### src/hw/tbpc_pkg.sv
// Purpose: Constants and types for the timer B pin I/O control block
// Assumes: AHB-Lite word access, hclk at 200 MHz
// Notes: Shared by the top and the per-channel B unit
// Contract
// Codes 0000/0100 pin off; 0001-0011 start low
// Codes 0101-0111 compare, pin starts high
// Compare code x01 drives pin low at match
// Compare code x10 drives pin high at match
// Compare code x11 toggles pin at match
// Code 1000 captures counter at rising edge
// Code 1001 captures counter at falling edge
// Code 101x captures counter at both edges
// Channel 1 11xx captures on channel 0 C event
// Channel 2 ignores bit 6, pin only
// Channel 3 11xx captures on channel 4 count
// Channel 4 undivided clock: no channel 3 capture
// Channels 1, 3 codes 10xx use own pin
// Match is counter equal register, acted that cycle
`default_nettype none

package tbpc_pkg;

	//==========================================================
	// Register offsets
	localparam logic [7:0] OFS_IOC1 = 8'h00;
	localparam logic [7:0] OFS_IOC2 = 8'h04;
	localparam logic [7:0] OFS_IOC3 = 8'h08;
	localparam logic [7:0] OFS_GRB1 = 8'h0c;
	localparam logic [7:0] OFS_GRB2 = 8'h10;
	localparam logic [7:0] OFS_GRB3 = 8'h14;
	localparam logic [7:0] OFS_STAT = 8'h18;
	localparam logic [7:0] OFS_CLR = 8'h1c;
	localparam logic [7:0] OFS_IEN = 8'h20;
	localparam logic [7:0] OFS_PINS = 8'h24;

	//==========================================================
	// Reset values
	localparam logic [7:0] IOC_RESET = 8'h00;
	localparam logic GRB_RESET_BIT = 1'b1;
	localparam logic [7:0] STAT_RESET = 8'h00;
	localparam logic [7:0] IEN_RESET = 8'h00;
	localparam logic PIN_RESET = 1'b0;
	localparam logic PIN_OE_N_RESET = 1'b1;

	//==========================================================
	// Field layout
	localparam int FLD_LSB = 4;
	localparam int FLD_MSB = 7;
	localparam int FB_MODE = 3;
	localparam int FB_INIT = 2;
	localparam int ST_CMP_LSB = 0;
	localparam int ST_CAP_LSB = 4;
	localparam int PINS_IN_LSB = 4;
	localparam int NUM_CH = 3;
	localparam logic [1:0] ACT_KEEP = 2'h0;
	localparam logic [1:0] ACT_LOW = 2'h1;
	localparam logic [1:0] ACT_HIGH = 2'h2;
	localparam logic [1:0] ACT_TOGGLE = 2'h3;
	localparam logic [2:0] PSC_UNDIVIDED = 3'h0;

	//==========================================================
	// Types
	typedef enum logic [1:0] {
		BUS_IDLE = 2'b00,
		BUS_WR = 2'b01,
		BUS_RD_WAIT = 2'b10,
		BUS_RD_DONE = 2'b11
	} tbpc_bus_e;

	typedef enum logic [3:0] {
		SEL_NONE = 4'h0,
		SEL_IOC1 = 4'h1,
		SEL_IOC2 = 4'h2,
		SEL_IOC3 = 4'h3,
		SEL_GRB1 = 4'h4,
		SEL_GRB2 = 4'h5,
		SEL_GRB3 = 4'h6,
		SEL_STAT = 4'h7,
		SEL_CLR = 4'h8,
		SEL_IEN = 4'h9,
		SEL_PINS = 4'ha
	} tbpc_sel_e;

endpackage

`default_nettype wire

### src/hw/tbpc_chan_b.sv
// Purpose: B general register and B pin logic of one channel
// Assumes: Field is bits 7:4 of the channel I/O control register
// Notes: Events are one-cycle pulses qualified by the caller
`default_nettype none

module tbpc_chan_b
	import tbpc_pkg::*;
#(
	parameter int CH = 1,
	parameter int CNT_W = 16
) (
	input wire logic hclk,
	input wire logic hresetn,
	input wire logic clk_en,
	input wire logic [3:0] field,
	input wire logic [CNT_W-1:0] count,
	input wire logic pin_in,
	input wire logic int_evt,
	input wire logic gr_wr,
	input wire logic [CNT_W-1:0] gr_wdata,
	output logic [CNT_W-1:0] gr_b,
	output logic pin_out,
	output logic pin_oe_n,
	output logic cmp_evt,
	output logic cap_evt
);

	generate if (CH < 1 || CH > NUM_CH || CNT_W < 2 || CNT_W > 32) begin : g_bad
		$error("tbpc_chan_b: unsupported CH or CNT_W");
	end endgenerate

	function automatic logic drives_pin(input logic [3:0] f);
		return !f[FB_MODE] && (f[1:0] != ACT_KEEP);
	endfunction

	logic [CNT_W-1:0] gr_r, gr_nxt;
	logic [3:0] fld_r, fld_nxt;
	logic pin_r, pin_nxt, oe_n_r, oe_n_nxt, prev_r, prev_nxt;
	logic rise, fall, sel_new, out_en, use_int, edge_hit, cap_hit, cmp_hit;

	//==========================================================
	// Next state
	always_comb begin
		rise = pin_in && !prev_r;
		fall = !pin_in && prev_r;
		sel_new = field != fld_r;
		out_en = drives_pin(field);
		use_int = field[FB_MODE] && field[FB_INIT] && (CH != 2);
		edge_hit = field[1] ? (rise || fall) : (field[0] ? fall : rise);
		cap_hit = field[FB_MODE] && (use_int ? int_evt : edge_hit);
		cmp_hit = !field[FB_MODE] && (count == gr_r);
		prev_nxt = pin_in;
		fld_nxt = field;
		oe_n_nxt = !out_en;
		pin_nxt = pin_r;
		if (sel_new && out_en) begin
			pin_nxt = field[FB_INIT];
		end else if (cmp_hit && out_en) begin
			case (field[1:0])
				ACT_LOW: pin_nxt = 1'b0;
				ACT_HIGH: pin_nxt = 1'b1;
				ACT_TOGGLE: pin_nxt = !pin_r;
				default: pin_nxt = pin_r;
			endcase
		end
		gr_nxt = gr_r;
		if (cap_hit) begin
			gr_nxt = count;
		end else if (gr_wr) begin
			gr_nxt = gr_wdata;
		end
	end

	always_ff @(posedge hclk or negedge hresetn) begin
		if (!hresetn) begin
			gr_r <= {CNT_W{GRB_RESET_BIT}};
			fld_r <= IOC_RESET[FLD_MSB:FLD_LSB];
			pin_r <= PIN_RESET;
			oe_n_r <= PIN_OE_N_RESET;
			prev_r <= PIN_RESET;
		end else if (clk_en) begin
			gr_r <= gr_nxt;
			fld_r <= fld_nxt;
			pin_r <= pin_nxt;
			oe_n_r <= oe_n_nxt;
			prev_r <= prev_nxt;
		end
	end

	assign gr_b = gr_r;
	assign pin_out = pin_r;
	assign pin_oe_n = oe_n_r;
	assign cmp_evt = cmp_hit;
	assign cap_evt = cap_hit;
endmodule

`default_nettype wire

### src/hw/tbpc_io_ctrl.sv
// Purpose: Timer B pin I/O control for channels 1 to 3, AHB-Lite slave
// Assumes: Pins and counters synchronous to hclk
// Notes: Reads take one wait state, writes none
`default_nettype none

module tbpc_io_ctrl
	import tbpc_pkg::*;
#(
	parameter int CNT_W = 16
) (
	input wire logic hclk,
	input wire logic hresetn,
	input wire logic clk_en,
	input wire logic hsel,
	input wire logic [31:0] haddr,
	input wire logic [1:0] htrans,
	input wire logic hwrite,
	input wire logic [2:0] hsize,
	input wire logic [31:0] hwdata,
	input wire logic hready,
	output logic hreadyout,
	output logic hresp,
	output logic [31:0] hrdata,
	input wire logic [CNT_W-1:0] ch1_count,
	input wire logic [CNT_W-1:0] ch2_count,
	input wire logic [CNT_W-1:0] ch3_count,
	input wire logic ch1_pin_b_in,
	output logic ch1_pin_b_out,
	output logic ch1_pin_b_oe_n,
	input wire logic ch2_pin_b_in,
	output logic ch2_pin_b_out,
	output logic ch2_pin_b_oe_n,
	input wire logic ch3_pin_b_in,
	output logic ch3_pin_b_out,
	output logic ch3_pin_b_oe_n,
	input wire logic ch0_general_reg_c_event,
	input wire logic ch4_counter_step,
	input wire logic [2:0] ch4_prescaler_select,
	output logic irq
);

	generate if (CNT_W < 2 || CNT_W > 32) begin : g_bad
		$error("tbpc_io_ctrl: CNT_W must be 2 to 32");
	end endgenerate

	//==========================================================
	// Address decode
	function automatic tbpc_sel_e reg_decode(input logic [7:0] a);
		tbpc_sel_e s;
		s = SEL_NONE;
		case (a)
			OFS_IOC1: s = SEL_IOC1;
			OFS_IOC2: s = SEL_IOC2;
			OFS_IOC3: s = SEL_IOC3;
			OFS_GRB1: s = SEL_GRB1;
			OFS_GRB2: s = SEL_GRB2;
			OFS_GRB3: s = SEL_GRB3;
			OFS_STAT: s = SEL_STAT;
			OFS_CLR: s = SEL_CLR;
			OFS_IEN: s = SEL_IEN;
			OFS_PINS: s = SEL_PINS;
			default: s = SEL_NONE;
		endcase
		return s;
	endfunction

	//==========================================================
	// Declarations
	tbpc_bus_e bus_r, bus_nxt;
	logic [7:0] addr_r, addr_nxt;
	logic [31:0] rdata_r, rdata_nxt;
	logic take, wr_act;
	tbpc_sel_e wr_sel, rd_sel;

	logic [7:0] ioc_r [NUM_CH];
	logic [7:0] ioc_nxt [NUM_CH];
	logic [7:0] ien_r, ien_nxt;
	logic [7:0] status_r, status_nxt;
	logic [7:0] clr_mask, evt_mask;
	logic [NUM_CH-1:0] gr_wr;

	logic [CNT_W-1:0] count_a [NUM_CH];
	logic [CNT_W-1:0] grb [NUM_CH];
	logic [NUM_CH-1:0] pin_in_a, pin_out_a, pin_oe_n_a;
	logic [NUM_CH-1:0] int_evt, cmp_evt, cap_evt;
	logic ch4_clock_ok;

	//==========================================================
	// Bus slave
	assign take = hsel && hready && htrans[1] && clk_en;
	assign wr_act = clk_en && (bus_r == BUS_WR);
	assign wr_sel = reg_decode(addr_r);
	assign rd_sel = reg_decode(addr_r);

	always_comb begin
		bus_nxt = bus_r;
		addr_nxt = addr_r;
		rdata_nxt = rdata_r;
		case (bus_r)
			BUS_IDLE, BUS_WR, BUS_RD_DONE: begin
				if (take) begin
					addr_nxt = haddr[7:0];
					bus_nxt = hwrite ? BUS_WR : BUS_RD_WAIT;
				end else begin
					bus_nxt = BUS_IDLE;
				end
			end
			BUS_RD_WAIT: begin
				bus_nxt = BUS_RD_DONE;
				case (rd_sel)
					SEL_IOC1: rdata_nxt = 32'(ioc_r[0]);
					SEL_IOC2: rdata_nxt = 32'(ioc_r[1]);
					SEL_IOC3: rdata_nxt = 32'(ioc_r[2]);
					SEL_GRB1: rdata_nxt = 32'(grb[0]);
					SEL_GRB2: rdata_nxt = 32'(grb[1]);
					SEL_GRB3: rdata_nxt = 32'(grb[2]);
					SEL_STAT: rdata_nxt = 32'(status_r);
					SEL_IEN: rdata_nxt = 32'(ien_r);
					SEL_PINS: begin
						rdata_nxt = 32'h0000_0000;
						rdata_nxt[PINS_IN_LSB +: NUM_CH] = pin_in_a;
						rdata_nxt[NUM_CH-1:0] = pin_out_a;
					end
					default: rdata_nxt = 32'h0000_0000;
				endcase
			end
			default: bus_nxt = BUS_IDLE;
		endcase
	end

	always_ff @(posedge hclk or negedge hresetn) begin
		if (!hresetn) begin
			bus_r <= BUS_IDLE;
			addr_r <= 8'h00;
			rdata_r <= 32'h0000_0000;
		end else if (clk_en) begin
			bus_r <= bus_nxt;
			addr_r <= addr_nxt;
			rdata_r <= rdata_nxt;
		end
	end

	assign hreadyout = clk_en && (bus_r != BUS_RD_WAIT);
	assign hresp = 1'b0;
	assign hrdata = rdata_r;

	//==========================================================
	// Register writes
	always_comb begin
		for (int i = 0; i < NUM_CH; i++) begin
			ioc_nxt[i] = ioc_r[i];
		end
		ien_nxt = ien_r;
		clr_mask = 8'h00;
		gr_wr = '0;
		if (wr_act) begin
			case (wr_sel)
				SEL_IOC1: ioc_nxt[0] = hwdata[7:0];
				SEL_IOC2: ioc_nxt[1] = hwdata[7:0];
				SEL_IOC3: ioc_nxt[2] = hwdata[7:0];
				SEL_GRB1: gr_wr[0] = 1'b1;
				SEL_GRB2: gr_wr[1] = 1'b1;
				SEL_GRB3: gr_wr[2] = 1'b1;
				SEL_CLR: clr_mask = hwdata[7:0];
				SEL_IEN: ien_nxt = hwdata[7:0];
				default: clr_mask = 8'h00;
			endcase
		end
	end

	always_ff @(posedge hclk or negedge hresetn) begin
		if (!hresetn) begin
			for (int i = 0; i < NUM_CH; i++) begin
				ioc_r[i] <= IOC_RESET;
			end
			ien_r <= IEN_RESET;
		end else if (clk_en) begin
			for (int i = 0; i < NUM_CH; i++) begin
				ioc_r[i] <= ioc_nxt[i];
			end
			ien_r <= ien_nxt;
		end
	end

	//==========================================================
	// Channel units
	assign count_a[0] = ch1_count;
	assign count_a[1] = ch2_count;
	assign count_a[2] = ch3_count;
	assign pin_in_a = {ch3_pin_b_in, ch2_pin_b_in, ch1_pin_b_in};
	assign {ch3_pin_b_out, ch2_pin_b_out, ch1_pin_b_out} = pin_out_a;
	assign {ch3_pin_b_oe_n, ch2_pin_b_oe_n, ch1_pin_b_oe_n} = pin_oe_n_a;

	assign ch4_clock_ok = ch4_prescaler_select != PSC_UNDIVIDED;
	assign int_evt[0] = ch0_general_reg_c_event;
	assign int_evt[1] = 1'b0;
	assign int_evt[2] = ch4_counter_step && ch4_clock_ok;

	generate for (genvar g = 0; g < NUM_CH; g++) begin : g_ch
		tbpc_chan_b #(
			.CH(g + 1),
			.CNT_W(CNT_W)
		) u_chan (
			.hclk(hclk),
			.hresetn(hresetn),
			.clk_en(clk_en),
			.field(ioc_r[g][FLD_MSB:FLD_LSB]),
			.count(count_a[g]),
			.pin_in(pin_in_a[g]),
			.int_evt(int_evt[g]),
			.gr_wr(gr_wr[g]),
			.gr_wdata(hwdata[CNT_W-1:0]),
			.gr_b(grb[g]),
			.pin_out(pin_out_a[g]),
			.pin_oe_n(pin_oe_n_a[g]),
			.cmp_evt(cmp_evt[g]),
			.cap_evt(cap_evt[g])
		);
	end endgenerate

	//==========================================================
	// Status and interrupt
	always_comb begin
		evt_mask = 8'h00;
		evt_mask[ST_CMP_LSB +: NUM_CH] = cmp_evt;
		evt_mask[ST_CAP_LSB +: NUM_CH] = cap_evt;
		status_nxt = (status_r & ~clr_mask) | evt_mask;
	end

	always_ff @(posedge hclk or negedge hresetn) begin
		if (!hresetn) begin
			status_r <= STAT_RESET;
		end else if (clk_en) begin
			status_r <= status_nxt;
		end
	end

	assign irq = |(status_r & ien_r);
endmodule

`default_nettype wire

### config.mk
export PLATFORM = sky130hd
export DESIGN_NAME = tbpc_io_ctrl
export DESIGN_NICKNAME = d
export VERILOG_FILES = /design/src/hw/tbpc_pkg.sv /design/src/hw/tbpc_chan_b.sv /design/src/hw/tbpc_io_ctrl.sv
export SDC_FILE = /design/constraint.sdc
export NUM_CORES = 1
export LEC_CHECK = 0
export BUFFER_PORTS_ARGS = -buffer_cell sky130_fd_sc_hd__buf_2
export CORE_MARGIN = 8
export CORE_UTILIZATION = 49
export DETAILED_ROUTE_END_ITERATION = 6
export PLACE_DENSITY_LB_ADDON = 0.05
export SYNTH_ARGS = -nofsm -noshare
export SYNTH_HDL_FRONTEND = slang
export SYNTH_SLANG_ARGS = --single-unit
export TNS_END_PERCENT = 50
### constraint.sdc
create_clock -name hclk -period 1.8 [get_ports hclk]
set_input_delay 0.36 -clock hclk [delete_from_list [all_inputs] [get_ports hclk]]
set_output_delay 0.36 -clock hclk [all_outputs]
set_load 0.02 [all_outputs]
**After elaboration in Yosys (flattened, before gate mapping)**

Index checks and enable logic that the tools add are counted.

- Add/sub/neg operators: 0
- Bitwise logic cells: 4
- Div/mod/pow operators: 0
- Shift operators: 0
- Reduce and logical (&&, ||, !) cells: 76
- Multipliers: 0
- Mux-type cells: 34
- Order comparisons: 0
- Eq/ne operators: 38

Operators by type and width:

| cell | count |
|---|---|
| case mux 16 bit (9 select lines) | 1 |
| two-way mux 16 bit | 6 |
| equality test 16 bit | 3 |
| case mux 4 bit (10 select lines) | 1 |
| equality test 8 x 5 -> 1 bit, second input constant | 4 |
| logical AND 1 bit | 29 |
| AND reduction 3 bit | 8 |
| nonzero test 2 bit | 9 |
| two-way mux 1 bit | 17 |
| bitwise AND 8 bit | 2 |
| equality test 2 bit, second input constant | 8 |
| equality test 4 x 3 -> 1 bit, second input constant | 4 |
| equality test 8 x 4 -> 1 bit, second input constant | 2 |
| equality test 8 x 6 -> 1 bit, second input constant | 2 |
| two-way mux 8 bit | 2 |
| zero test 1 bit | 15 |
| equality test 4 bit, second input constant | 3 |
| inequality test 4 bit | 3 |
| nonzero test 4 bit | 3 |
| case mux 1 bit (3 select lines) | 3 |
| equality test 2 x 1 -> 1 bit, second input constant | 4 |
| equality test 4 x 2 -> 1 bit, second input constant | 2 |
| equality test 8 x 3 -> 1 bit, second input constant | 1 |
| zero test 8 bit | 1 |
| 13 further kinds | 19 |

- Memories kept: 0
- Output and inout bits: 41
- ROM bits: 0
- Bits in registers: 151
- RAM bits: 0
- Bits of input ports: 131
- Word-level logic and storage cells: 175
- Latch bits: 0

**Logic depth before layout (Yosys ltp)**

Gate-level depths: netlist of the first run.

- Word-level depth: 8
- Gate-level depth with buffers: 9
- Gate-level depth less buffers: 7

**Hierarchy**

Synthesis of the first run repeated with hierarchy kept, for this count alone.

- Cells, all modules: 802
- Area total of the unflattened synthesis: 8221.6 um2

By module, submodules not included:

| module | cells each | sequential area each (um2) | area an instance (um2) | instances |
|---|---|---|---|---|
| tbpc_io_ctrl | 359 | 1651.6 | 3831.2 | 1 |
| tbpc_chan_b at g_ch[2].u_chan | 176 | 596.8 | 1604.0 | 1 |
| tbpc_chan_b at g_ch[0].u_chan | 135 | 596.8 | 1403.8 | 1 |
| tbpc_chan_b at g_ch[1].u_chan | 132 | 596.8 | 1382.6 | 1 |

**Least setup slack after synthesis of the first run**

OpenSTA, ideal clock, no wires.

- Path type: input-to-reg
- Start: in ch3_pin_b_in
- End: reg g_ch[2].u_chan.gr_r[13]
- Stages: 8
- Data required time: 1720 ps
- Data arrival time: 1917 ps
- Slack: -197 ps
- Library setup time: 80 ps
- Buffers on the path: 1
- Cells stage by stage: inv_1 > ha_1 > and2_1 > a211o_1 > a21oi_2 > clkbuf_1 > or2b_1 > o221a_2

- Cells in the longest elaborated chain, start to end: 8
- Elaborated cells on any way between the ends: 11
- Those cells by class: mux: 4; reduce/logical: 7

RTL lines:

| what | RTL line | source |
|---|---|---|
| from (decl) | tbpc_io_ctrl.sv:33 | `input wire logic ch3_pin_b_in,` |
| zero test 1 bit | tbpc_chan_b.sv:45 | `fall = !pin_in && prev_r;` |
| logical AND 1 bit | tbpc_chan_b.sv:45 |  |
| two-way mux 1 bit or logical OR 1 bit (tied branches) | tbpc_chan_b.sv:49 | `edge_hit = field[1] ? (rise \|\| fall) : (field[0] ? fall : rise);` |
| two-way mux 1 bit (*) | tbpc_chan_b.sv:49 |  |
| two-way mux 1 bit (*) | tbpc_chan_b.sv:50 | `cap_hit = field[FB_MODE] && (use_int ? int_evt : edge_hit);` |
| logical AND 1 bit (*) | tbpc_chan_b.sv:50 |  |
| nonzero test 2 bit (no source line) | - |  |
| AND reduction 2 bit (no source line) | - |  |
| to (signal assigned) | tbpc_chan_b.sv:76 | `gr_r <= {CNT_W{GRB_RESET_BIT}};` |
| to (signal assigned) | tbpc_chan_b.sv:82 | `gr_r <= gr_nxt;` |
| to (decl) | tbpc_chan_b.sv:36 | `logic [CNT_W-1:0] gr_r, gr_nxt;` |

Every way passes the cells marked *; elsewhere a longest branch is shown, timed or not.
A chain may end at the register's enable or synchronous reset.

**Final worst setup path of the first run**

- Start: reg g_ch[0].u_chan.prev_r
- End: reg g_ch[0].u_chan.gr_r[12]

- Cells in the longest elaborated chain, start to end: 8
- Elaborated cells on any way between the ends: 11
- Those cells by class: mux: 4; reduce/logical: 7

RTL lines:

| what | RTL line | source |
|---|---|---|
| from (decl) | tbpc_chan_b.sv:38 | `logic pin_r, pin_nxt, oe_n_r, oe_n_nxt, prev_r, prev_nxt;` |
| from (signal assigned) | tbpc_chan_b.sv:86 | `prev_r <= prev_nxt;` |
| zero test 1 bit | tbpc_chan_b.sv:44 | `rise = pin_in && !prev_r;` |
| logical AND 1 bit | tbpc_chan_b.sv:44 |  |
| two-way mux 1 bit or logical OR 1 bit (tied branches) | tbpc_chan_b.sv:49 |  |
| two-way mux 1 bit (*) | tbpc_chan_b.sv:49 |  |
| two-way mux 1 bit (*) | tbpc_chan_b.sv:50 |  |
| logical AND 1 bit (*) | tbpc_chan_b.sv:50 |  |
| nonzero test 2 bit (no source line) | - |  |
| AND reduction 2 bit (no source line) | - |  |
| to (signal assigned) | tbpc_chan_b.sv:76 |  |
| to (signal assigned) | tbpc_chan_b.sv:82 |  |
| to (decl) | tbpc_chan_b.sv:36 |  |

Marked as above.

==> results of run 1 <==
## power by group through the flow
stage | sequential (mW) | combinational (mW) | clock [mW]
CTS | 5.13 | 6.02 | 3.49
global route | 5.26 | 7.07 | 3.62
detailed placement | 5.12 | 5.41 | 0
global placement | 5.07 | 5.32 | 0
floorplan | 4.99 | 3.11 | 0
finish | 5.15 | 6.65 | 3.47
## layout by cell type, fill, tap and decap left out, types with 6 or more instances in the layout
cell / netlist / layout
nand3_1: 16 / 12
dfrtp_1: 84 / 78
nand2b_1: 9 / 9
conb_1: 1 / 17
nand2_2: 0 / 6
mux2_4: 0 / 10
xor2_1: 36 / 35
buf_2: 17 / 112
buf_6: 0 / 21
or2_4: 0 / 8
dfrtp_2: 0 / 6
o221a_4: 0 / 22
buf_12: 0 / 10
nand4_1: 9 / 9
clkbuf_16: 0 / 19
inv_1: 14 / 12
a22oi_1: 22 / 13
a22oi_2: 0 / 9
mux2i_1: 27 / 25
nand2_1: 82 / 75
or2b_1: 9 / 9
buf_4: 22 / 134
xnor2_1: 24 / 20
dfstp_2: 51 / 51
a21oi_1: 15 / 12
o21ai_1: 1 / 23
o221a_2: 33 / 11
nor2_1: 35 / 34
nor3_1: 14 / 10
o21ai_0: 46 / 20
mux2_2: 61 / 52
## state kept, by name, summed over array words and instances, names as in the netlist
name and cells:
g_ch.u_chan.fld_r 12, g_ch.u_chan.gr_b 48, hrdata 16, ioc_r 24, ien_r 8, g_ch.u_chan.pin_oe_n 3
status_r 8, g_ch.u_chan.prev_r 3, g_ch.u_chan.pin_out 3, addr_r 8, bus_r 2
## final cells by class
cell class              instances  area, sq um
repair buffers                284         2130
fillers                      1194         4500
multi-input cells             545         4680
clock buffers                  21          462
clock inverters                11          111
well taps                     216          270
flip-flops and latches        135         3450
inverters                      15         56.3
## metal layers
| layer | vias up | global-route usage, % | wire length [um] |
|---|---|---|---|
| met5 | - | 0 | 0 |
| met3 | 51 | 6.52 | 2310 |
| li1 | 3155 | - | - |
| met4 | 0 | 9.33 | 765 |
| met2 | 309 | 45.6 | 13700 |
| met1 | 3517 | 35.9 | 11700 |
## worst max-delay path by stage
stage,endpoint,slack (ns)
after floorplan,g_ch[2].u_chan.gr_b[13]$_DFFE_PN1P_,-0.08
after global placement,g_ch[2].u_chan.gr_b[14]$_DFFE_PN1P_,-0.37
after detailed placement,g_ch[0].u_chan.gr_b[8]$_DFFE_PN1P_,-0.37
after CTS,g_ch[0].u_chan.gr_b[3]$_DFFE_PN1P_,-0.16
after global routing,g_ch[0].u_chan.gr_b[12]$_DFFE_PN1P_,-0.28
final,g_ch[0].u_chan.gr_b[12]$_DFFE_PN1P_,-0.16
## worst max-delay path: cells and delay by family, from the launching register on
kind | cells | cell delay (ns)
DFF | 1 | 0.40
AOI/OAI and AO/OA | 3 | 0.71
and+or+nand+nor | 1 | 0.04
adders and majority gates | 1 | 0.16
muxes | 1 | 0.17
buffers and inverters | 3 | 0.40
## timing repair
action                     CTS  global route
gates resized for setup     94            89
hold endpoints to repair     4             0
cloned                       6             2
hold buffers                 1             0
pin swaps                   26            27
setup endpoints to repair   97           106
setup buffers               13            12
## metrics by stage
step	TNS, ns	power, mW	hold slack, ns	setup WS (ns)	instances
2_1_floorplan	-1.16	8.09	0.0644	-0.0765	753
3_3_place_gp	-16.56	10.4	0.269	-0.372	1161
3_5_place_dp	-17.69	10.5	0.275	-0.374	1161
4_1_cts	-3.71	14.6	0.159	-0.158	1213
5_1_grt	-10.66	15.9	0.167	-0.276	1227
6_report	-6.13	15.3	0.164	-0.164	1227
## cells by family after synthesis
group | synth area share, %
and+or+nand+nor | 14.6
AOI/OAI and AO/OA | 14.9
DFF | 44.5
muxes | 13.1
buffers and inverters | 5.00
xor gates and xnor gates | 6.80
adders and majority gates | 0.971
other | 0.0485
==> summary.txt, run 1 <==
Status
  – Status: finished with violations
  – Failing checks: negative setup slack

Detailed routing
  – Detailed-route via count: about 7,000
  – DRT iter0 DRCs: ~520
  – DRC: 0
  – DRT Pass-1 Iters: 6
  – Via density: between 5 and 6
  – Avg WL per Cell: around 23 um
  – Number of routed nets with antenna violations: 0
  – WL final: 28.4 mm

Critical path
  – FF-to-FF End: g_ch[0].u_chan.gr_b[12]$_DFFE_PN1P_
  – Crit path required time: between 2 and 2.5 ns
  – Crit path largest cell delay: around 0.40 ns
  – Flop2flop setup slack: -0.16 ns
  – Setup CP Type: register to register
  – Crit-path max FO: 7
  – CP startpoint kind: register
  – Critical Path Source: g_ch[0].u_chan.prev_r$_DFFE_PN0P_
  – FF-to-FF Start: g_ch[0].u_chan.prev_r$_DFFE_PN0P_
  – Critical path, cell by cell: inv_2 -> ha_4 -> mux2i_4 -> a211oi_4 -> o211ai_1 -> buf_4 -> nand2_2 -> buf_6 -> o221a_4
  – Crit end category: register
  – Data arrival, critical path: about 2.3 ns
  – Max stage delay cell, worst path: dfrtp_1
  – R2r worst-path depth: 9

Pwr
  – Gate power share: a little over two fifths
  – Sw power: 5.41 mW
  – Share of power burned in the clock network: a little under a quarter
  – Switch share: between 30% and 40%
  – Internal: 9.86 mW
  – Leak: slightly above 5 nW
  – Worst IR Drop VDD: approximately 0.79 mV
  – Sequential Power Share: between 30% and 40%
  – Power density cells: roughly 1400 mW/mm^2

Global route
  – Via count of the first global-routing pass: 7,246
  – Pin count of the biggest net entering global routing: between 40 and 50
  – Grt total ovfl: 0
  – Initial antenna violation count: 0
  – GRT Overall Usage: between 20% and 30%
  – First-pass GRT wire length: approximately 42 mm

Logic synthesis
  – Post-Syn Area: just under 0.008 sq mm
  – Async SR Flop Fraction: 100%
  – Most used DFF post-synth: dfrtp_1
  – Yosys top cell area share: 27.2%
  – Synth area leader: dfrtp_1
  – Sequential cell area fraction in the yosys report: between 40% and 50%
  – Top cells by area, synth: dfrtp_1, dfstp_2, mux2_2, o221a_2, xor2_1
  – Post-synth EDFFs: 0
  – Cells after Synth: 737
  – Most common cell in the synthesized netlist: dfrtp_1
  – Syn avg cell area: between 10 and 15 sq um
  – Commonest cells post-synth: dfrtp_1, nand2_1, mux2_2
  – Post-synthesis cell type count: 67
  – Synth Register Bits: 135
  – Synth Warn #: 0

Timing
  – Final period util: 109%
  – Worst Skew: 0.0117 ns
  – Pins Over Slew Limit: 0
  – RSZ-0062 raised after global routing: yes
  – Final WS setup: -0.164 ns
  – Minimum clock period: 1.96 ns
  – Maximum clock frequency: slightly above 0.5 GHz
  – Final setup viols: 67
  – Final hold vios: 0

Floorplan
  – Die area: about 0.020 sq mm
  – Boundary pin count: approximately 170
  – Core ar.: about 0.016 sq mm
  – Die width: between 100 and 150 um
  – Initial Utilization: between 40% and 50%
  – Die Y: about 140 um
  – Row count: 46

Placement
  – Detailed Place HPWL: ~20 mm
  – Gpl congestion: 0.935
  – Area post-placement: 0.00953 sq mm
  – IO buf count: 110

Clocking
  – Latest clock arrival within the worst-skew pair: roughly 0.43 ns
  – TritonCTS buffer count: 17
  – Max H-tree Level: 4
  – CTS root buf: clkbuf_16
  – CTS tree: done
  – Reg clk slew, reported paths: roughly 0.070 ns
  – Clk sinks: between 100 and 150
  – Maximum buffer depth of the clock tree: 2

Final layout
  – Share of cells above drive strength 1: 55.0%
  – Design area: 0.0112 sq mm
  – Finished Core Util: 71.2%
  – P&R area growth vs syn: 44.2%
  – Layout net count: between 1,000 and 1,500
  – Antenna fix cells: 0

Hold path
  – Worst Hold Launch: hwrite
  – Hold Crit Class: primary input to register
  – Hold Path Stages: 2
  – WHS Endpoint: bus_r[1]$_DFFE_PN0P_

Flow run
  – Max Cap Violations: 0
No activity file was read; power rests on OpenSTA's default activity.
==> inputs of run 2 (changes only) <==
Settings changed: SYNTH_HIERARCHICAL from default to 1.
==> run 2 against run 1 <==
The flow still finishes with violations (negative setup slack). Power is 19% lower. Clock-buffer cell count is 5 higher. Sequential share of layout area is 1.2 points lower. Via count is 3.1% higher. Clock skew is 0.0029 ns higher. Utilization is 0.76 points lower. Wire length is 3.1% lower. Setup slack worse by 0.18 ns. Largest cell class unchanged.
==> summary.txt, run 2 <==
Status
  – Status: finished with violations
  – Failing checks: negative setup slack

Clocking
  – Maximum buffer depth of the clock tree: 2
  – Latest clock arrival within the worst-skew pair: approximately 0.42 ns
  – Max H-tree Level: 4
  – Clk sinks: 135
  – CTS tree: done
  – Reg clk slew, reported paths: about 0.060 ns
  – CTS root buf: clkbuf_16
  – TritonCTS buffer count: 17

Final layout
  – Share of cells above drive strength 1: between 50 and 60%
  – Fin cells: roughly 1,300
  – Finished Core Util: a little over two thirds
  – Largest register FFs: 48
  – Most common cell after layout, fill and taps aside: buf_4
  – Commonest cells after routing, fill and taps aside: buf_4, buf_2, dfrtp_1, nand2_1, dfstp_2
  – Layout net count: about 1,200
  – Antenna fix cells: 0
  – P&R area growth vs syn: 41.1%

Placement
  – Placed Instances: approximately 1,200
  – IO buf count: 110
  – Detailed Place HPWL: slightly below 20 mm
  – Gpl congestion: 0.908

Detailed routing
  – DRC: 0
  – Avg WL per Cell: 21.8 um
  – Detailed-route via count: just over 7,000
  – Number of routed nets with antenna violations: 0
  – DRT Pass-1 Iters: 5
  – WL final: 27.6 mm
  – Via density: approximately 5.7
  – DRT iter0 DRCs: ~440

Logic synthesis
  – Synth area leader: dfrtp_1
  – Syn avg cell area: 10.3 sq um
  – Async SR Flop Fraction: between 90% and 100%
  – Post-synth EDFFs: 0
  – Post-synthesis cell type count: 78
  – Most common cell in the synthesized netlist: dfrtp_1
  – Synth Warn #: 6
  – Post-Syn Area: 0.00822 sq mm
  – Sequential cell area fraction in the yosys report: roughly two fifths
  – Commonest cells post-synth: dfrtp_1, nand2_1, dfstp_2
  – Cells after Synth: around 800
  – Synth Register Bits: 135
  – Top cells by area, synth: dfrtp_1, dfstp_2, mux2_2, mux2i_1, xor2_1
  – Most used DFF post-synth: dfrtp_1
  – Yosys top cell area share: approximately a quarter

Critical path
  – Crit-path leading delay family: simple AND/OR/NAND/NOR gates
  – Flop2flop setup slack: -0.34 ns
  – Crit path required time: roughly 2.1 ns
  – Termination of the worst setup path: g_ch[0].u_chan/gr_b[3]$_DFFE_PN1P_
  – Critical path, cell by cell: or4_4 -> or4_4 -> nor2_4 -> buf_4 -> nand2_8 -> o22ai_1 -> a21oi_1
  – Critical Path Source: addr_r[0]$_DFFE_PN0P_
  – CP most frequent cell: or4_4
  – FF-to-FF Start: addr_r[0]$_DFFE_PN0P_
  – Crit-path max FO: 8
  – Setup CP Type: register to register
  – CP startpoint kind: register
  – Buffers and inverters on the worst path: 1
  – Crit end category: register
  – Crit path largest cell delay: a little under 0.6 ns
  – FF-to-FF End: g_ch[0].u_chan/gr_b[3]$_DFFE_PN1P_
  – Data arrival, critical path: roughly 2.5 ns
  – Worst path depth: 7
  – R2r worst-path depth: 7
  – Max stage delay cell, worst path: or4_4

Global route
  – Pin count of the biggest net entering global routing: just under 50
  – GRT Overall Usage: between 20% and 30%
  – Initial antenna violation count: 0
  – Grt total ovfl: 0
  – First-pass GRT wire length: approximately 42 mm
  – Via count of the first global-routing pass: roughly 7,500

Floorplan
  – Row count: 47
  – Initial Utilization: around half
  – Core ar.: around 0.016 sq mm
  – Die Y: 146 um
  – Die width: 146 um
  – Boundary pin count: roughly 170
  – Die area: roughly 0.021 sq mm

Timing
  – Minimum clock period: between 2 and 2.5 ns
  – Worst-Margin Slew: about 0.50 ns
  – Final period util: 119%
  – Min Hold Slack: approximately 0.15 ns
  – Final WS setup: -0.344 ns
  – Final setup viols: 106
  – Worst Skew: around 0.015 ns
  – Pins Over Slew Limit: 0
  – Maximum clock frequency: 0.466 GHz
  – Slew headroom: around 66%
  – RSZ-0062 raised after global routing: yes
  – Final hold vios: 0

Pwr
  – Power density cells: approximately 1100 mW/mm^2
  – Leak: 5.08 nW
  – Worst IR Drop VDD: around 0.67 mV

Hold path
  – Worst Hold Launch: haddr[4]
  – Hold Crit Class: primary input to register

Flow run
  – Max Cap Violations: 0
-- run 2: report_power, final --
| part | switching, mW | internal (mW) |
|---|---|---|
| clock network | 1.31 | 2.14 |
| registers | 0.523 | 3.75 |
| logic | 2.46 | 2.16 |
-- run 2: cell families (layout without fill, tap and decap cells) --
kind of cell             count (synthesis)  after routing  share of synthesized area (%)
multiplexers                            94             94                           12.3
other                                    1             17                         0.0456
AND/OR/NAND/NOR                        255            256                           18.6
flip-flops                             135            135                           41.9
XOR/XNOR                                60             60                           6.39
buffers and inverters                   94            319                           5.92
AO/OA/AOI/OAI                          157            157                           13.9
adder cells (fa/ha/maj)                  6              6                          0.913
-- run 2: metrics by stage --
step	instance area (sq um)	total power, mW	TNS [ns]	setup WS [ns]
2_1_floorplan	8430	6.56	-14.25	-0.352
3_3_place_gp	10000	8.05	-22.96	-0.295
3_5_place_dp	10000	8.18	-24.94	-0.319
4_1_cts	10800	11.8	-21.42	-0.309
5_1_grt	11600	12.9	-31.70	-0.390
6_report	11600	12.3	-25.45	-0.344
-- run 2: tightest hold or removal path: stages --
cell and delay (ns):
buf_2 0.08, nand2_1 0.04, o21ai_0 0.06
-- run 2: area by class of cell --
type,count,area [sq um]
multi-input combinational,590,5220
clock inverter,6,62.6
inverter,22,85.1
tap,220,275
timing repair buffer,265,1990
fill,1259,4860
sequential,135,3450
clock buffer,26,522
-- run 2: metal layers --
metal | global-route usage [%] | wire (um) | vias up
li1 | - | - | 3362
met1 | 33.4 | 12300 | 3607
met2 | 39.8 | 13200 | 238
met3 | 4.45 | 1380 | 45
met4 | 8.69 | 740 | 0
met5 | 0 | 0 | -
-- run 2: worst min path at each step --
stage | endpoint | slack [ns] | cells past startpoint
5_1_grt | addr_r[4]$_DFFE_PN0P_ | 0.15 | 3
4_1_cts | addr_r[4]$_DFFE_PN0P_ | 0.14 | 3
6_report | addr_r[4]$_DFFE_PN0P_ | 0.15 | 3
2_1_floorplan | addr_r[0]$_DFFE_PN0P_ | 0.06 | 0
3_5_place_dp | hrdata[9]$_DFFE_PN0P_ | 0.28 | 1
3_3_place_gp | hrdata[13]$_DFFE_PN0P_ | 0.27 | 1
-- run 2: repair_timing --
action | CTS | global route
cloned | 1 | 5
endpoints found under the setup margin | 106 | 108
pin swaps | 15 | 47
resized for setup | 49 | 130
setup buffers | 6 | 3
hold buffers | 1 | 0
hold endpoints to repair | 13 | 0
==> inputs of run 3 (changes only) <==
Settings changed: ABC_AREA from default to 1.
==> run 3 against run 2 <==
The run still ends with negative setup slack left. Die area grew 5.2%. Clock power shrank 2%. Combinational power shrank 72%. Non-clock buffer count shrank 103. Setup slack gained 0.31 ns. Clock skew shrank 0.0087 ns. Worst hold slack gained 0.0019 ns. Clock-buffer cell count grew 3. Sequential share of layout area grew 3.1 points.
==> summary.txt, run 3 <==
Status
  – Status: finished with violations
  – Failing checks: negative setup slack

Global route
  – Pin count of the biggest net entering global routing: 47
  – Via count of the first global-routing pass: 7,807
  – Grt total ovfl: 0
  – GRT Overall Usage: between 20 and 25%
  – First-pass GRT wire length: 41.9 mm
  – Initial antenna violation count: 1

Detailed routing
  – Avg WL per Cell: roughly 17 um
  – DRT Pass-1 Iters: 6
  – Via density: slightly above 5
  – Detailed-route via count: ~8,000
  – DRT iter0 DRCs: between 600 and 700
  – WL final: ~27 mm
  – DRC: 0
  – Number of routed nets with antenna violations: 0

Final layout
  – Design area: approximately 0.011 sq mm
  – Share of cells above drive strength 1: between 20% and 30%
  – Layout net count: about 1,500
  – Commonest cells after routing, fill and taps aside: nand2_1, inv_1, buf_2, dfrtp_1, nor2_1
  – Largest register FFs: 48
  – Most common cell after layout, fill and taps aside: nand2_1
  – P&R area growth vs syn: 20.8%

Logic synthesis
  – Cells after Synth: around 1,200
  – Synth area leader: dfrtp_1
  – Yosys top cell area share: around a quarter
  – Post-synth EDFFs: 0
  – Post-Syn Area: 0.00870 sq mm
  – Async SR Flop Fraction: 100%
  – Commonest cells post-synth: nand2_1, inv_1, dfrtp_1
  – Most used DFF post-synth: dfrtp_1
  – Sequential cell area fraction in the yosys report: between 30% and 40%
  – Syn avg cell area: approximately 7.4 sq um
  – Synth Warn #: 6
  – Most common cell in the synthesized netlist: nand2_1
  – Synth Register Bits: between 100 and 150
  – Post-synthesis cell type count: 39
  – Top cells by area, synth: dfrtp_1, nand2_1, dfstp_2, inv_1, o21ai_2

Clocking
  – CTS root buf: clkbuf_16
  – Reg clk slew, reported paths: about 0.060 ns
  – Max H-tree Level: 4
  – TritonCTS buffer count: 17
  – Maximum buffer depth of the clock tree: 2
  – Latest clock arrival within the worst-skew pair: around 0.42 ns
  – Clk sinks: 135
  – CTS tree: done

Critical path
  – Critical path, cell by cell: nand2_2 -> nand2_2 -> a221oi_2 -> nand2_1 -> buf_6
  – Crit path largest cell delay: 0.42 ns
  – Max stage delay cell, worst path: dfrtp_1
  – Data arrival, critical path: approximately 1.5 ns
  – Crit path required time: ~1.4 ns
  – Crit end category: primary output
  – CP most frequent cell: nand2_2
  – CP startpoint kind: register
  – Crit-path max FO: 2
  – Setup CP Type: register to primary output

Placement
  – IO buf count: 110
  – Detailed Place HPWL: between 15 and 20 mm
  – Gpl congestion: 0.910
  – Area post-placement: a little under 0.01 sq mm

Timing
  – Pins Over Slew Limit: 0
  – Minimum clock period: between 1.5 and 2 ns
  – Final setup viols: 1
  – Maximum clock frequency: about 0.55 GHz
  – Final period util: 102%
  – Final WS setup: -0.0303 ns
  – Final hold vios: 0
  – RSZ-0062 raised after global routing: yes
  – Worst Skew: between 0.005 and 0.006 ns

Floorplan
  – Initial Utilization: ~50%
  – Die area: 0.0223 sq mm
  – Boundary pin count: approximately 170
  – Core ar.: 0.0174 sq mm
  – Die width: ~150 um
  – Row count: 48
  – Die Y: 149 um

Pwr
  – PnR Total Power: 8.10 mW
  – Worst IR Drop VDD: approximately 0.74 mV
  – Power density cells: between 700 and 800 mW/mm^2
  – Leak: approximately 5.8 nW

Flow run
  – Max Cap Violations: 0

Hold path
  – Hold Crit Class: primary input to register
-- run 3: cell types whose count changed in the layout (fill, tap and decap cells not counted), moves of 19 or more --
cell      previous run  this run
nor2_1              14        77
inv_1               19       148
xor2_1              45        12
mux2_4              33         0
o21ai_2              6        49
mux2_2              19         0
mux2i_1             41         0
buf_4              130        32
nand3b_1            32         1
o21ai_1             26        47
nand3_1             12        55
nand2_1             65       443
-- run 3: final timing paths --
check | startpoint | endpoint | slack, ns | cells past startpoint
max | ien_r[6]$_DFFE_PN0P_ | irq | -0.03 | 5
min | hwrite | bus_r[1]$_DFFE_PN0P_ | 0.15 | 2
max reg2reg | addr_r[0]$_DFFE_PN0P_ | g_ch[2].u_chan/gr_b[10]$_DFFE_PN1P_ | 0.05 | 10
min reg2reg | hrdata[8]$_DFFE_PN0P_ | hrdata[8]$_DFFE_PN0P_ | 0.47 | 2
max in group asynchronous | hresetn | g_ch[2].u_chan/pin_oe_n$_DFFE_PN1P_ | 0.75 | 3
min in group asynchronous | hresetn | g_ch[0].u_chan/pin_out$_DFFE_PN0P_ | 0.41 | 2
-- run 3: what timing repair did --
action / 4_1_cts / 5_1_grt
hold buffers: 1 / 0
buffers inserted: 2 / 8
pin swaps: 1 / 13
gates resized for setup: 5 / 25
endpoints found under the hold margin: 15 / 0
gates cloned: 1 / 5
endpoints found under the setup margin: 18 / 43
-- run 3: layout make-up --
cell class	count	area [sq um]
flip-flops and latches	135	3440
multi-input cells	850	4410
repair buffers	162	1190
clock buffers	29	520
diodes	1	2.50
fillers	1632	6850
inverters	164	618
well taps	225	282
clock inverters	3	42.5
-- run 3: report_power, final --
part	internal (mW)	leakage, nW	switching [mW]
registers	3.24	1.66	0.179
logic	0.452	3.88	0.846
clock network	2.09	0.272	1.30
total	5.78	5.81	2.32
-- run 3: cells by family (layout without fill, tap and decap cells) --
group | Yosys count | count (layout) | synth area share, %
AOI/OAI and AO/OA | 172 | 172 | 14.1
buffers and inverters | 210 | 358 | 11.7
other | 1 | 18 | 0.0431
and+or+nand+nor | 636 | 637 | 32.0
adders and majority gates | 6 | 6 | 0.863
xor gates and xnor gates | 18 | 18 | 1.81
DFF | 135 | 135 | 39.6
-- run 3: critical path, delay by kind of cell (launching register included) --
family          cells  cell delay, ns
buf+inv             1            0.16
compound gates      1            0.20
simple gates        3            0.28
flops               1            0.42
-- run 3: through the flow --
| step | hold WS [ns] | setup slack (ns) | TNS, ns | instances | util [%] |
|---|---|---|---|---|---|
| after global placement | 0.300 | -0.0565 | -0.265 | 1521 | 55.4 |
| after detailed placement | 0.305 | -0.0989 | -1.30 | 1521 | 55.4 |
| after global routing | 0.135 | -0.109 | -0.222 | 1568 | 60.5 |
| after floorplan | 0.0644 | 0.0749 | 0 | 1194 | - |
| final | 0.155 | -0.0303 | -0.0303 | 1569 | 60.6 |
| after CTS | 0.145 | -0.0187 | -0.0187 | 1557 | 59.1 |
-- run 3: per-layer routing --
layer  part of all wire (%)  track usage (%)  vias to the layer above
met1                     42             30.8                     3676
met4                    4.3             10.6                        2
met3                    6.3             5.76                       60
met2                     47             39.0                      263
met5                  0.048                0                        -
li1                       -                -                     3950
